**src/gmdc_pkg.sv**
```systemverilog
// Package with mode, status, timing and display constants for the gauge mode display controller
package gmdc_pkg;
   // ****************************************
   // Sizes
   // ****************************************
   localparam int NUM_CH = 4;
   localparam int PW = 16;
   localparam int NUM_RECIPE = 4;
   localparam int RIDX_W = 2;
   localparam int CH_W = 2;
   localparam int DIGITS = 5;
   localparam int SEG_W = 8;
   localparam int FIELD_W = DIGITS * SEG_W;
   localparam int RATE_W = 16;

   // ****************************************
   // Timing
   // ****************************************
   localparam longint CLK_HZ = 10000000;
   localparam longint LAMP_TEST_MS = 5000;
   localparam longint LAMP_TEST_CYCLES = (CLK_HZ * LAMP_TEST_MS) / 1000;

   // ****************************************
   // Modes
   // ****************************************
   typedef enum logic [2:0] {
      GMDC_POWERUP,
      GMDC_GENERAL,
      GMDC_LEAKAGE,
      GMDC_TUNING,
      GMDC_SETUP
   } gmdc_mode_t;

   typedef enum logic [2:0] {
      GMDC_VALVE_OPEN,
      GMDC_VALVE_AUTO,
      GMDC_VALVE_CLOSE,
      GMDC_VALVE_HOLD,
      GMDC_VALVE_MANUAL
   } gmdc_valve_t;

   // Channel status codes from the sensor side
   localparam logic [2:0] ST_OK = 3'h0;
   localparam logic [2:0] ST_NO_SENSOR = 3'h1;
   localparam logic [2:0] ST_BAD = 3'h2;
   localparam logic [2:0] ST_UNDER = 3'h3;
   localparam logic [2:0] ST_OVER = 3'h4;
   localparam logic [2:0] ST_USER_OFF = 3'h5;
   localparam logic [2:0] ST_AUTO_OFF = 3'h6;
   localparam logic [2:0] ST_ABSENT = 3'h7;

   // ****************************************
   // Segment patterns per digit (bit 7 is decimal point, 6..0 = g..a)
   // ****************************************
   localparam logic [SEG_W-1:0] SEG_BLANK = 8'h00;
   localparam logic [SEG_W-1:0] SEG_ALL = 8'hFF;
   localparam logic [SEG_W-1:0] SEG_E = 8'h79;
   localparam logic [SEG_W-1:0] SEG_ZERO = 8'h3F;
   localparam logic [SEG_W-1:0] SEG_ONE = 8'h06;
   localparam logic [SEG_W-1:0] SEG_LOWER = 8'h08;
   localparam logic [SEG_W-1:0] SEG_UPPER = 8'h01;
   localparam logic [SEG_W-1:0] SEG_DP = 8'h80;
   localparam logic [SEG_W-1:0] SEG_DASH_DP = 8'hC0;

   // Legend bit positions
   localparam int LEG_W = 12;
   localparam int LEG_LEAKAGE = 0;
   localparam int LEG_SETUP = 1;
   localparam int LEG_TUNING = 2;
   localparam int LEG_NO_SENSOR = 3;
   localparam int LEG_UNDER = 4;
   localparam int LEG_OVER = 5;
   localparam int LEG_OPEN = 6;
   localparam int LEG_AUTO = 7;
   localparam int LEG_CLOSE = 8;
   localparam int LEG_HOLD = 9;
   localparam int LEG_MANUAL = 10;
   localparam int LEG_DEVIATION = 11;
endpackage

```
**src/gmdc_field_fmt.sv**
```systemverilog
// Channel field formatter: status code to segment pattern
`timescale 1ns/1ps
`default_nettype none
module gmdc_field_fmt
(
   input wire logic [2:0] i_status,
   input wire logic [gmdc_pkg::PW-1:0] i_value,
   output logic [gmdc_pkg::FIELD_W-1:0] o_field
);
   // ****************************************
   // Formatting
   // ****************************************
   // Value digits are raw nibble codes; a real decoder sits in the glass driver
   wire logic [gmdc_pkg::FIELD_W-1:0] value_field;
   assign value_field = {8'h00, 4'h0, i_value[15:12], 4'h0, i_value[11:8], 4'h0, i_value[7:4], 4'h0, i_value[3:0]};

   always_comb
   begin
      case (i_status)
         gmdc_pkg::ST_NO_SENSOR: o_field = {{3{gmdc_pkg::SEG_BLANK}}, gmdc_pkg::SEG_E, gmdc_pkg::SEG_ZERO};
         gmdc_pkg::ST_BAD: o_field = {{3{gmdc_pkg::SEG_BLANK}}, gmdc_pkg::SEG_E, gmdc_pkg::SEG_ONE};
         gmdc_pkg::ST_UNDER: o_field = {gmdc_pkg::DIGITS{gmdc_pkg::SEG_LOWER}};
         gmdc_pkg::ST_OVER: o_field = {gmdc_pkg::DIGITS{gmdc_pkg::SEG_UPPER}};
         gmdc_pkg::ST_USER_OFF: o_field = {gmdc_pkg::DIGITS{gmdc_pkg::SEG_DP}};
         gmdc_pkg::ST_AUTO_OFF: o_field = {gmdc_pkg::DIGITS{gmdc_pkg::SEG_DASH_DP}};
         gmdc_pkg::ST_ABSENT: o_field = {gmdc_pkg::DIGITS{gmdc_pkg::SEG_BLANK}};
         default: o_field = value_field;
      endcase
   end
endmodule
`default_nettype wire

```
**src/gmdc_recipe_store.sv**
```systemverilog
// Four-entry recipe memory with active recipe selection
`timescale 1ns/1ps
`default_nettype none
module gmdc_recipe_store
(
   input wire logic i_clk,
   input wire logic i_reset_n,
   input wire logic i_wr,
   input wire logic [gmdc_pkg::RIDX_W-1:0] i_wr_idx,
   input wire logic [gmdc_pkg::PW-1:0] i_wr_setpoint,
   input wire logic [gmdc_pkg::PW-1:0] i_wr_lead,
   input wire logic [gmdc_pkg::PW-1:0] i_wr_gain,
   input wire logic [gmdc_pkg::CH_W-1:0] i_wr_channel,
   input wire logic [gmdc_pkg::RIDX_W-1:0] i_active_idx,
   output logic [gmdc_pkg::PW-1:0] o_setpoint,
   output logic [gmdc_pkg::PW-1:0] o_lead,
   output logic [gmdc_pkg::PW-1:0] o_gain,
   output logic [gmdc_pkg::CH_W-1:0] o_channel
);
   // ****************************************
   // Storage
   // ****************************************
   logic [gmdc_pkg::PW-1:0] setpoint_ff [gmdc_pkg::NUM_RECIPE];
   logic [gmdc_pkg::PW-1:0] lead_ff [gmdc_pkg::NUM_RECIPE];
   logic [gmdc_pkg::PW-1:0] gain_ff [gmdc_pkg::NUM_RECIPE];
   logic [gmdc_pkg::CH_W-1:0] chan_ff [gmdc_pkg::NUM_RECIPE];

   always_ff @(posedge i_clk or negedge i_reset_n)
   begin
      if (!i_reset_n)
      begin
         for (int i = 0; i < gmdc_pkg::NUM_RECIPE; i++)
         begin
            setpoint_ff[i] <= '0;
            lead_ff[i] <= '0;
            gain_ff[i] <= '0;
            chan_ff[i] <= '0;
         end
      end
      else if (i_wr)
      begin
         setpoint_ff[i_wr_idx] <= i_wr_setpoint;
         lead_ff[i_wr_idx] <= i_wr_lead;
         gain_ff[i_wr_idx] <= i_wr_gain;
         chan_ff[i_wr_idx] <= i_wr_channel;
      end
   end

   // Only the active entry reaches the loop
   assign o_setpoint = setpoint_ff[i_active_idx];
   assign o_lead = lead_ff[i_active_idx];
   assign o_gain = gain_ff[i_active_idx];
   assign o_channel = chan_ff[i_active_idx];
endmodule
`default_nettype wire

```
**src/gmdc_top.sv**
```systemverilog
// Gauge mode state machine, leakage math, channel fields and valve control
`timescale 1ns/1ps
`default_nettype none
module gmdc_top
#(
   parameter longint LAMP_TEST_CYCLES = gmdc_pkg::LAMP_TEST_CYCLES
)
(
   input wire logic i_clk,
   input wire logic i_reset_n,
   input wire logic i_key_view,
   input wire logic i_key_valve,
   input wire logic i_ctrl_board,
   input wire logic i_show_rate,
   input wire logic [gmdc_pkg::RATE_W-1:0] i_rate_interval,
   input wire logic [gmdc_pkg::NUM_CH*gmdc_pkg::PW-1:0] i_pressure,
   input wire logic [gmdc_pkg::NUM_CH*3-1:0] i_status,
   input wire logic i_valve_sel,
   input wire logic [2:0] i_valve_pos,
   input wire logic i_recipe_wr,
   input wire logic [gmdc_pkg::RIDX_W-1:0] i_recipe_idx,
   input wire logic [gmdc_pkg::PW-1:0] i_recipe_setpoint,
   input wire logic [gmdc_pkg::PW-1:0] i_recipe_lead,
   input wire logic [gmdc_pkg::PW-1:0] i_recipe_gain,
   input wire logic [gmdc_pkg::CH_W-1:0] i_recipe_channel,
   input wire logic i_active_sel,
   output logic [2:0] o_mode,
   output logic o_valve_mode,
   output logic [2:0] o_valve_pos,
   output logic [gmdc_pkg::RIDX_W-1:0] o_active_recipe,
   output logic [gmdc_pkg::LEG_W-1:0] o_legends,
   output logic [gmdc_pkg::FIELD_W-1:0] o_main_field,
   output logic [3*gmdc_pkg::FIELD_W-1:0] o_upper_fields,
   output logic [1:0] o_deviation,
   output logic o_auto_drive,
   output logic [gmdc_pkg::PW-1:0] o_auto_setpoint,
   output logic [gmdc_pkg::PW-1:0] o_auto_lead,
   output logic [gmdc_pkg::PW-1:0] o_auto_gain,
   output logic [gmdc_pkg::CH_W-1:0] o_auto_channel
);
   // ****************************************
   // Helpers
   // ****************************************
   function automatic logic [gmdc_pkg::PW-1:0] ch_p(input logic [gmdc_pkg::NUM_CH*gmdc_pkg::PW-1:0] v,
                                                  input int c);
      ch_p = v[c*gmdc_pkg::PW +: gmdc_pkg::PW];
   endfunction

   function automatic logic [2:0] ch_s(input logic [gmdc_pkg::NUM_CH*3-1:0] v, input int c);
      ch_s = v[c*3 +: 3];
   endfunction

   // ****************************************
   // Mode state machine
   // ****************************************
   gmdc_pkg::gmdc_mode_t mode_ff, nxt_mode;
   logic valve_ff, nxt_valve;
   logic [31:0] test_cnt_ff;
   logic key_view_d_ff, key_valve_d_ff;
   wire logic view_press;
   wire logic valve_press;
   wire logic test_done;
   // Edge detect so a held key counts once
   assign view_press = i_key_view && !key_view_d_ff;
   assign valve_press = i_key_valve && !key_valve_d_ff;
   assign test_done = (test_cnt_ff == 32'(LAMP_TEST_CYCLES - 1));
   always_comb
   begin
      nxt_mode = mode_ff;
      nxt_valve = valve_ff;
      case (mode_ff)
         gmdc_pkg::GMDC_POWERUP:
            if (test_done)
               nxt_mode = gmdc_pkg::GMDC_GENERAL;
         gmdc_pkg::GMDC_GENERAL:
            if (view_press)
               nxt_mode = gmdc_pkg::GMDC_LEAKAGE;
         gmdc_pkg::GMDC_LEAKAGE:
            if (view_press)
               nxt_mode = i_ctrl_board ? gmdc_pkg::GMDC_TUNING : gmdc_pkg::GMDC_SETUP;
         gmdc_pkg::GMDC_TUNING:
            if (view_press)
               nxt_mode = gmdc_pkg::GMDC_SETUP;
         gmdc_pkg::GMDC_SETUP:
            if (view_press)
               nxt_mode = gmdc_pkg::GMDC_GENERAL;
         default: nxt_mode = gmdc_pkg::GMDC_GENERAL;
      endcase
      if (mode_ff != gmdc_pkg::GMDC_POWERUP && valve_press && i_ctrl_board)
         nxt_valve = !valve_ff;
      if (!i_ctrl_board)
         nxt_valve = 1'b0;
   end

   always_ff @(posedge i_clk or negedge i_reset_n)
   begin
      if (!i_reset_n)
      begin
         mode_ff <= gmdc_pkg::GMDC_POWERUP;
         valve_ff <= 1'b0;
         test_cnt_ff <= '0;
         key_view_d_ff <= 1'b0;
         key_valve_d_ff <= 1'b0;
      end
      else
      begin
         mode_ff <= nxt_mode;
         valve_ff <= nxt_valve;
         test_cnt_ff <= (mode_ff == gmdc_pkg::GMDC_POWERUP) ? test_cnt_ff + 32'h1 : '0;
         key_view_d_ff <= i_key_view;
         key_valve_d_ff <= i_key_valve;
      end
   end

   wire logic in_test;
   wire logic enter_leak;
   assign in_test = (mode_ff == gmdc_pkg::GMDC_POWERUP);
   assign enter_leak = (nxt_mode == gmdc_pkg::GMDC_LEAKAGE) && (mode_ff != gmdc_pkg::GMDC_LEAKAGE);

   // ****************************************
   // Leakage base and rate
   // ****************************************
   logic [gmdc_pkg::PW-1:0] base_ff [gmdc_pkg::NUM_CH];
   logic [gmdc_pkg::PW-1:0] rate_ref_ff [gmdc_pkg::NUM_CH];
   logic [gmdc_pkg::PW-1:0] rate_ff [gmdc_pkg::NUM_CH];
   logic [gmdc_pkg::RATE_W-1:0] rate_cnt_ff;
   wire logic rate_tick;
   // Interval of zero behaves as one cycle rather than stalling
   assign rate_tick = (rate_cnt_ff >= i_rate_interval);

   always_ff @(posedge i_clk or negedge i_reset_n)
   begin
      if (!i_reset_n)
      begin
         rate_cnt_ff <= '0;
         for (int c = 0; c < gmdc_pkg::NUM_CH; c++)
         begin
            base_ff[c] <= '0;
            rate_ref_ff[c] <= '0;
            rate_ff[c] <= '0;
         end
      end
      else
      begin
         rate_cnt_ff <= (rate_tick || enter_leak) ? '0 : rate_cnt_ff + 16'h1;
         for (int c = 0; c < gmdc_pkg::NUM_CH; c++)
         begin
            if (enter_leak)
            begin
               base_ff[c] <= ch_p(i_pressure, c);
               rate_ref_ff[c] <= ch_p(i_pressure, c);
               rate_ff[c] <= '0;
            end
            else if (rate_tick)
            begin
               rate_ff[c] <= ch_p(i_pressure, c) - rate_ref_ff[c];
               rate_ref_ff[c] <= ch_p(i_pressure, c);
            end
         end
      end
   end

   // ****************************************
   // Channel fields
   // ****************************************
   wire logic all_used;
   wire logic [1:0] main_ch;
   wire logic is_leak;
   wire logic [gmdc_pkg::PW-1:0] leak_now;
   wire logic [gmdc_pkg::PW-1:0] main_val;
   wire logic [gmdc_pkg::FIELD_W-1:0] main_fmt;
   wire logic [3*gmdc_pkg::FIELD_W-1:0] upper_fmt;
   assign all_used = (ch_s(i_status, 3) != gmdc_pkg::ST_ABSENT);
   assign main_ch = all_used ? 2'h3 : 2'h0;
   assign is_leak = (mode_ff == gmdc_pkg::GMDC_LEAKAGE);
   assign leak_now = ch_p(i_pressure, int'(main_ch)) - base_ff[main_ch];
   assign main_val = !is_leak ? ch_p(i_pressure, int'(main_ch)) : (i_show_rate ? rate_ff[main_ch] : leak_now);
   gmdc_field_fmt u_main_fmt
   (
      .i_status(ch_s(i_status, int'(main_ch))),
      .i_value(main_val),
      .o_field(main_fmt)
   );
   // Upper fields show channels 1..3; channel 4 only ever appears in main
   genvar g;
   generate
      for (g = 0; g < 3; g++)
      begin : g_upper
         gmdc_field_fmt u_fmt
         (
            .i_status(i_status[g*3 +: 3]),
            .i_value(i_pressure[g*gmdc_pkg::PW +: gmdc_pkg::PW]),
            .o_field(upper_fmt[g*gmdc_pkg::FIELD_W +: gmdc_pkg::FIELD_W])
         );
      end
   endgenerate

   // ****************************************
   // Legends
   // ****************************************
   logic [gmdc_pkg::LEG_W-1:0] legends;
   logic no_sensor_any, under_any, over_any;
   always_comb
   begin
      no_sensor_any = 1'b0;
      under_any = 1'b0;
      over_any = 1'b0;
      for (int c = 0; c < gmdc_pkg::NUM_CH; c++)
      begin
         no_sensor_any |= (ch_s(i_status, c) == gmdc_pkg::ST_NO_SENSOR);
         under_any |= (ch_s(i_status, c) == gmdc_pkg::ST_UNDER);
         over_any |= (ch_s(i_status, c) == gmdc_pkg::ST_OVER);
      end
      legends = '0;
      legends[gmdc_pkg::LEG_LEAKAGE] = is_leak;
      legends[gmdc_pkg::LEG_SETUP] = (mode_ff == gmdc_pkg::GMDC_SETUP);
      legends[gmdc_pkg::LEG_TUNING] = (mode_ff == gmdc_pkg::GMDC_TUNING);
      legends[gmdc_pkg::LEG_NO_SENSOR] = no_sensor_any;
      legends[gmdc_pkg::LEG_UNDER] = under_any;
      legends[gmdc_pkg::LEG_OVER] = over_any;
      legends[gmdc_pkg::LEG_OPEN] = valve_ff;
      legends[gmdc_pkg::LEG_AUTO] = valve_ff;
      legends[gmdc_pkg::LEG_CLOSE] = valve_ff;
      legends[gmdc_pkg::LEG_HOLD] = valve_ff;
      legends[gmdc_pkg::LEG_MANUAL] = valve_ff;
      legends[gmdc_pkg::LEG_DEVIATION] = valve_ff || (mode_ff == gmdc_pkg::GMDC_TUNING);
   end

   // ****************************************
   // Valve position and recipes
   // ****************************************
   gmdc_pkg::gmdc_valve_t valve_pos_ff;
   logic [gmdc_pkg::RIDX_W-1:0] active_ff;
   wire logic [gmdc_pkg::PW-1:0] rc_setpoint;
   wire logic [gmdc_pkg::PW-1:0] rc_lead;
   wire logic [gmdc_pkg::PW-1:0] rc_gain;
   wire logic [gmdc_pkg::CH_W-1:0] rc_channel;
   wire logic pos_ok;
   assign pos_ok = (i_valve_pos <= 3'(gmdc_pkg::GMDC_VALVE_MANUAL));
   always_ff @(posedge i_clk or negedge i_reset_n)
   begin
      if (!i_reset_n)
      begin
         valve_pos_ff <= gmdc_pkg::GMDC_VALVE_HOLD;
         active_ff <= '0;
      end
      else if (valve_ff)
      begin
         if (i_valve_sel && pos_ok)
            valve_pos_ff <= gmdc_pkg::gmdc_valve_t'(i_valve_pos);
         if (i_active_sel)
            active_ff <= i_recipe_idx;
      end
   end
   gmdc_recipe_store u_recipes
   (
      .i_clk(i_clk),
      .i_reset_n(i_reset_n),
      .i_wr(i_recipe_wr),
      .i_wr_idx(i_recipe_idx),
      .i_wr_setpoint(i_recipe_setpoint),
      .i_wr_lead(i_recipe_lead),
      .i_wr_gain(i_recipe_gain),
      .i_wr_channel(i_recipe_channel),
      .i_active_idx(active_ff),
      .o_setpoint(rc_setpoint),
      .o_lead(rc_lead),
      .o_gain(rc_gain),
      .o_channel(rc_channel)
   );

   // Deviation: 01 below, 10 above, 11 equal to set point
   wire logic [gmdc_pkg::PW-1:0] ctl_p;
   wire logic [1:0] dev;
   assign ctl_p = ch_p(i_pressure, int'(rc_channel));
   assign dev = (ctl_p < rc_setpoint) ? 2'h1 : ((ctl_p > rc_setpoint) ? 2'h2 : 2'h3);

   // ****************************************
   // Registered outputs
   // ****************************************
   always_ff @(posedge i_clk or negedge i_reset_n)
   begin
      if (!i_reset_n)
      begin
         o_legends <= '1;
         o_main_field <= '1;
         o_upper_fields <= '1;
         o_deviation <= '0;
         o_auto_drive <= 1'b0;
         o_auto_setpoint <= '0;
         o_auto_lead <= '0;
         o_auto_gain <= '0;
         o_auto_channel <= '0;
      end
      else
      begin
         o_legends <= in_test ? '1 : legends;
         o_main_field <= in_test ? '1 : main_fmt;
         o_upper_fields <= in_test ? '1 : upper_fmt;
         o_deviation <= (valve_ff || mode_ff == gmdc_pkg::GMDC_TUNING) ? dev : 2'h0;
         o_auto_drive <= (valve_pos_ff == gmdc_pkg::GMDC_VALVE_AUTO);
         o_auto_setpoint <= rc_setpoint;
         o_auto_lead <= rc_lead;
         o_auto_gain <= rc_gain;
         o_auto_channel <= rc_channel;
      end
   end

   assign o_mode = 3'(mode_ff);
   assign o_valve_mode = valve_ff;
   assign o_valve_pos = 3'(valve_pos_ff);
   assign o_active_recipe = active_ff;
endmodule
`default_nettype wire
```
**config.mk**
```make
export PLATFORM = sky130hd
export DESIGN_NAME = gmdc_top
export DESIGN_NICKNAME = d
export VERILOG_FILES = /design/src/gmdc_pkg.sv /design/src/gmdc_field_fmt.sv /design/src/gmdc_recipe_store.sv /design/src/gmdc_top.sv
export SDC_FILE = /design/constraint.sdc
export NUM_CORES = 1
export LEC_CHECK = 0
export ABC_AREA = 0
export ABC_CLOCK_PERIOD_IN_PS = 7200
export BUFFER_PORTS_ARGS = -buffer_cell sky130_fd_sc_hd__buf_4
export CAP_MARGIN = 20
export CORE_ASPECT_RATIO = 0.6
export CORE_MARGIN = 3
export CORE_UTILIZATION = 40
export DETAILED_ROUTE_END_ITERATION = 10
export PLACE_DENSITY = 0.57
export RECOVER_POWER = 25
export SLEW_MARGIN = 25
export SYNTH_ARGS = -nofsm -noshare
export SYNTH_HDL_FRONTEND = slang
export SYNTH_SLANG_ARGS = --single-unit
```
**constraint.sdc**
```tcl
create_clock -name i_clk -period 7.2 [get_ports i_clk]
set_input_delay 1.08 -clock i_clk [delete_from_list [all_inputs] [get_ports i_clk]]
set_output_delay 1.08 -clock i_clk [all_outputs]
set_load 0.05 [all_outputs]
```
=== Word level (Yosys, flattened, before mapping) ===
Index checks and enable logic that the tools add are counted.

* Flip-flop bits (word level): 676
* Bits of input ports: 156
* Word-level logic and storage cells: 200

* Add/subtract/negate cells: 7
* Multipliers: 1
* $lt $le $gt $ge: 8
* Equality and inequality tests: 41
* Shift operators: 3
* Multiplexer cells: 66
* Bitwise gates (word level): 12
* Reductions and logical operators: 17

{| class="wikitable"
|+ Operators with widths
! kind !! number
|-
| $pmux 40 s7 || 4
|-
| $mux 16 || 30
|-
| $bwmux 64 || 3
|-
| $bmux 16 s2 || 5
|-
| $shiftx 64x7->16 || 2
|-
| $mux 120 || 1
|-
| $sub 16x16->16 || 5
|-
| $eq 3x3->1 const B || 18
|-
| $mux 40 || 1
|-
| $eq 3x2->1 const B || 12
|-
| $add 32x1->32 const B || 1
|-
| $demux 16 s2 || 1
|-
| $eq 32x26->1 const B || 1
|-
| $mux 32 || 1
|-
| $eq 3x1->1 const B || 7
|-
| $mux 3 || 6
|-
| $add 16x1->16 const B || 1
|-
| $ge 16x16->1 || 1
|-
| $gt 16x16->1 || 1
|-
| $lt 16x16->1 || 1
|-
| $pmux 3 s5 || 1
|-
| $mux 12 || 1
|-
| $mux 2 || 6
|-
| $shiftx 12x5->3 || 1
|-
| 20 further kinds || 44
|}

=== Depth between registers and ports, before layout ===
* Depth in word-level cells: 11
* Mapped depth: 17
* Depth with buffers taken out: 12

=== Modules after synthesis ===
A second synthesis with hierarchy kept.

* Cells, all modules: 2267
* Area total of the unflattened synthesis: 27756.6 µm²

{| class="wikitable"
|+ Modules (own cells, without submodules)
! module !! instances !! cells each !! area each (µm²)
|-
| gmdc_top || 1 || 1545 || 17540.6
|-
| gmdc_recipe_store || 1 || 486 || 8579.5
|-
| gmdc_field_fmt || 4 || 59 || 409.1
|}

=== Worst setup path before layout ===
No wires, ideal clock.

* Path type: input to register
* From: input i_status[9] in the netlist's numbering
* To: register o_main_field[18] in the netlist's numbering
* Setup time: 0.077 ns
* Arrival time: 4.328 ns
* Required time: 7.123 ns
* Slack: 2.794 ns
* Stages on the path: 17
* Buffers on the path: 5
* Cells stage by stage: buf_2 > nand3_1 > buf_2 > buf_2 > buf_2 > buf_2 > nand2_1 > nand2_1 > ha_1 > inv_1 > fa_1 > a21o_1 > a21oi_1 > o31ai_2 > a2111oi_2 > a22oi_1 > a31oi_1

* Longest elaborated chain between the ends: 11
* Elaborated cells between the ends (all ways): 24
* Classes of those cells: 1 x add/sub; 1 x mul; 8 x eq/ne; 2 x shift; 11 x mux; 1 x bitwise

{| class="wikitable"
|+ RTL lines
! element !! line !! RTL
|-
| start: declaration || gmdc_top.sv:17 || <nowiki>input wire logic [gmdc_pkg::NUM_CH*3-1:0] i_status,</nowiki>
|-
| branches (longest 9 deep; another with $sub 16x16->16) || - ||
|-
| $pmux 40 s7 * || gmdc_field_fmt.sv:19 || <nowiki>case (i_status)</nowiki>
|-
| $mux 40 * || gmdc_top.sv:298 || <nowiki>o_main_field <= in_test ? '1 : main_fmt;</nowiki>
|-
| end signal: assignment || gmdc_top.sv:298 ||
|-
| end: declaration || gmdc_top.sv:32 || <nowiki>output logic [gmdc_pkg::FIELD_W-1:0] o_main_field,</nowiki>
|}

Mark *: on every way between the ends. The select of a mux whose other input is x is not followed.
A chain may end at the register's enable or synchronous reset.

=== Final worst setup path ===
* From: register active_ff (netlist bit o_active_recipe[1])
* To: register o_deviation[0]

* Longest elaborated chain between the ends: 9
* Elaborated cells between the ends (all ways): 13
* Classes of those cells: 2 x order compare; 1 x shift; 9 x mux; 1 x bitwise

{| class="wikitable"
|+ RTL lines
! element !! line !! RTL
|-
| start: declaration || gmdc_top.sv:233 || <nowiki>logic [gmdc_pkg::RIDX_W-1:0] active_ff;</nowiki>
|-
| start signal: assignment || gmdc_top.sv:252 || <nowiki>active_ff <= i_recipe_idx;</nowiki>
|-
| $not 2->3 (not written as such) * || gmdc_recipe_store.sv:50, gmdc_recipe_store.sv:53 ||
|-
| $bmux 2 s2 || gmdc_recipe_store.sv:53 || <nowiki>assign o_channel = chan_ff[i_active_idx];</nowiki>
|-
| $mux 2 (not written as such) (2 in series) || gmdc_recipe_store.sv:53 ||
|-
| $shiftx 64x7->16 || gmdc_top.sv:46 || <nowiki>ch_p = v[c*gmdc_pkg::PW +: gmdc_pkg::PW];</nowiki>
|-
| $gt 16x16->1 || gmdc_top.sv:276 || <nowiki>assign dev = (ctl_p < rc_setpoint) ? 2'h1 : ((ctl_p > rc_setpoint) ? 2'h2 : 2'h3);</nowiki>
|-
| $mux 1 || gmdc_top.sv:276 ||
|-
| $mux 2 * || gmdc_top.sv:276 ||
|-
| $mux 2 * || gmdc_top.sv:300 || <nowiki>o_deviation <= (valve_ff || mode_ff == gmdc_pkg::GMDC_TUNING) ? dev : 2'h0;</nowiki>
|-
| end signal: assignment || gmdc_top.sv:300 ||
|-
| end: declaration || gmdc_top.sv:34 || <nowiki>output logic [1:0] o_deviation,</nowiki>
|}

Mark *: on every way between the ends. The rest lies on a longest branch, timed or not. The select of a mux whose other input is x is not followed.

==> results.sh <==
export IMPL_total_power_mw=13.77
export IMPL_dr_pass1_iters=5
export IMPL_ys_ff_latch=509
export IMPL_grt_setup_unrepaired="false"
export IMPL_ys_top_cells_by_area="dfrtp_1 41%, dfstp_2 11%, mux2_2 10%, mux4_2 6.0%, nand2_1 4.1%"
export IMPL_hpwl_um=52810
export IMPL_end_kind="register"
export IMPL_leakage_nw=13.52
export IMPL_syn_area_mm2=0.02497
export IMPL_whs_path_depth=1
export IMPL_clkLatencyLatePin_ns=0.61
export IMPL_cts_root_buf="clkbuf_16"
export IMPL_whs_ns=0.4688
export IMPL_synth_cell_types=75
export IMPL_gp_congestion=0.9062
export IMPL_syn_num_nets=2366
export IMPL_maxSlewViolCount=231
export IMPL_cap_violations=3
export IMPL_ys_warnings_count=0
export IMPL_crit_type="register to register"
export IMPL_nFillCells=5548
export IMPL_drt_iter0_markers=1539
export IMPL_violations="capacitance limit, slew limit"
export IMPL_wl_per_cell_um=22.24
export IMPL_critical_path_required_ns=7.64
export IMPL_clock_sinks=509
export IMPL_drive_gt1_frac=0.3645
export IMPL_routed_via_count=17550
export IMPL_r2r_end="o_deviation[0]"
export IMPL_post_cts_setup_buffers=0
export IMPL_grt_pass1_wl_um=110400
export IMPL_p_sw_frac=0.4342
export IMPL_syn_avg_cell_area_um2=11.73
export IMPL_layout_nets=2659
export IMPL_clock_skew_ns=0.02272
export IMPL_fmax_ghz=0.2334
export IMPL_hold_buffers=0
export IMPL_hp_class="register to register"
export IMPL_synth_area_leader_cell="dfrtp_1"
export IMPL_grt_max_degree=174
export IMPL_cp_startpoint="o_active_recipe[1]"
export IMPL_relSlewSlack=-1.079
export IMPL_area_growth_synth_to_final_pct=19.50
export IMPL_yosysSeqAreaShare=0.5153
export IMPL_io_pins=390
export IMPL_cts_resized=0
export IMPL_power_switching_mw=5.980
export IMPL_cts_tree="done"
export IMPL_clkPwrFrac=0.196
export IMPL_routed_via_density=5.334
export IMPL_wirelength_um=73180
export IMPL_min_from="o_valve_pos[2]"
export IMPL_chipWidth_um=328.6
export IMPL_synth_ff_type="dfrtp_1"
export IMPL_async_reset_ff_frac=1.000
export IMPL_dieArea_mm2=0.06556
export IMPL_cp_start_kind="register"
export IMPL_ir_worst_vdd_mv=0.2794
export IMPL_ff2ff_path_depth=9
export IMPL_htree_num_levels=2
export IMPL_rr_startpoint="o_active_recipe[1]"
export IMPL_intPower_mw=7.794
export IMPL_arrival_ns=4.73
export IMPL_setup_viol=0
export IMPL_p_comb_frac=0.484
export IMPL_initial_utilization=0.4073
export IMPL_tightest_slew_ns=3.119
export IMPL_rows=70
export IMPL_syn_instance_count=2128
export IMPL_synth_top_area_frac=0.4069
export IMPL_antenna_found_initial=2
export IMPL_r2r_slack_ns=2.92
export IMPL_fin_crit_sh=0.5951
export IMPL_multi_input_area_mm2=0.01076
export IMPL_grt_total_usage=0.2214
export IMPL_p_seq_frac=0.320
export IMPL_grt_pass1_vias=17690
export IMPL_cp_max_fo=51
export IMPL_ant_nets=0
export IMPL_period_needed_ns=4.285
export IMPL_grt_ovfl_total=0
export IMPL_portBuffers=389
export IMPL_fin_util=0.4867
export IMPL_synth_edff_count=0
export IMPL_area_sequential_mm2=0.01287
export IMPL_final_setup_tns_ns=0
export IMPL_cts_made_buffers=51
export IMPL_yosys_cell_count_top_type="dfrtp_1"
export IMPL_ys_top_cells_by_count="406 x dfrtp_1, 271 x nand2_1, 223 x mux2_2, 103 x dfstp_2, 93 x inv_1"
export IMPL_hold_violations=0
export IMPL_drc=0
export IMPL_cellPowerDensity_mw_per_mm2=461.6
export IMPL_clockBufferDepth=3
export IMPL_outcome="complete, but fails checks"
export IMPL_coreArea_mm2=0.06131
export IMPL_die_h_um=199.5
export IMPL_path_clk_slew_ns=0.06
export IMPL_min_to="o_auto_drive"
-- worst max-delay path by stage --
stage                             endpoint  cells past startpoint
after global placement    o_main_field[18]                     14
after floorplan           o_main_field[18]                     17
after detailed placement  o_main_field[18]                     14
after CTS                   o_deviation[0]                      9
final                       o_deviation[0]                      9
after global routing            base_ff[0]                      2
-- critical path, cell delays in order (launching register included) --
cell	delay (ns)
dfrtp_2	0.37
buf_4	0.68
mux4_2	0.76
mux4_2	0.58
ha_1	0.31
nand4_1	0.25
nor4_1	0.67
o21ai_0	0.26
nand3_1	0.15
a21oi_1	0.07
-- registers in the layout (all words and copies together), names as in the netlist, 8 cells and up --
register / flops
base_ff: 32
o_auto_gain: 16
o_auto_lead: 16
o_auto_setpoint: 16
o_legends: 8
o_main_field: 23
o_upper_fields: 70
rate_cnt_ff: 16
rate_ff: 32
rate_ref_ff: 32
test_cnt_ff: 32
u_recipes.chan_ff: 8
u_recipes.gain_ff: 64
u_recipes.lead_ff: 64
u_recipes.setpoint_ff: 64
-- power by group through the flow --
stage / Sequential, mW / Clock (mW) / Combinational (mW)
finish: 4.41 / 2.70 / 6.66
detailed placement: 4.45 / 0 / 6.67
global placement: 4.43 / 0 / 6.60
CTS: 4.41 / 2.79 / 6.69
floorplan: 5.50 / 0 / 3.63
global route: 4.52 / 2.90 / 7.17
-- routing by layer --
| metal | share of wire | GRT usage |
|---|---|---|
| met5 | 0 | 0 |
| met4 | 0.022 | 0.05680 |
| met3 | 0.076 | 0.05850 |
| met2 | 0.42 | 0.3132 |
| met1 | 0.48 | 0.3346 |
-- through the flow --
stage	worst slack [ns]	instance area, um^2	cells
after floorplan	2.794	24970	2128
after global placement	2.733	28180	3194
after detailed placement	2.689	28190	3195
after CTS	2.922	29860	3288
after global routing	2.492	29840	3290
final	2.915	29840	3290
-- logic make-up after synthesis --
kind of cell             count (synthesis)  synth area share
AND/OR/NAND/NOR                        544           0.09942
flip-flops                             509            0.5153
multiplexers                           327            0.1759
AO/OA/AOI/OAI                          310           0.08193
buffers and inverters                  270           0.05527
XOR/XNOR                                86           0.03017
adder cells (fa/ha/maj)                 82           0.04199
-- cell type report --
class | instances | area share
diodes | 1 | 0.00008387
inverters | 94 | 0.01183
multi-input cells | 1349 | 0.3605
well taps | 828 | 0.03472
repair buffers | 416 | 0.1054
flip-flops and latches | 509 | 0.4314
clock inverters | 14 | 0.004948
clock buffers | 79 | 0.05108
-- layout by cell type (no fill, tap or decap), drive strengths merged, types with 57 or more instances in the layout --
| cell | netlist | routed |
|---|---|---|
| dfstp | 103 | 103 |
| nand2 | 271 | 271 |
| a21oi | 57 | 57 |
| clkbuf | 46 | 86 |
| ha | 79 | 79 |
| o21ai | 90 | 90 |
| mux4 | 66 | 66 |
| inv | 93 | 93 |
| mux2 | 235 | 235 |
| dfrtp | 406 | 406 |
| nor2 | 89 | 89 |
| buf | 130 | 409 |
No activity file was read; power rests on OpenSTA's default activity.
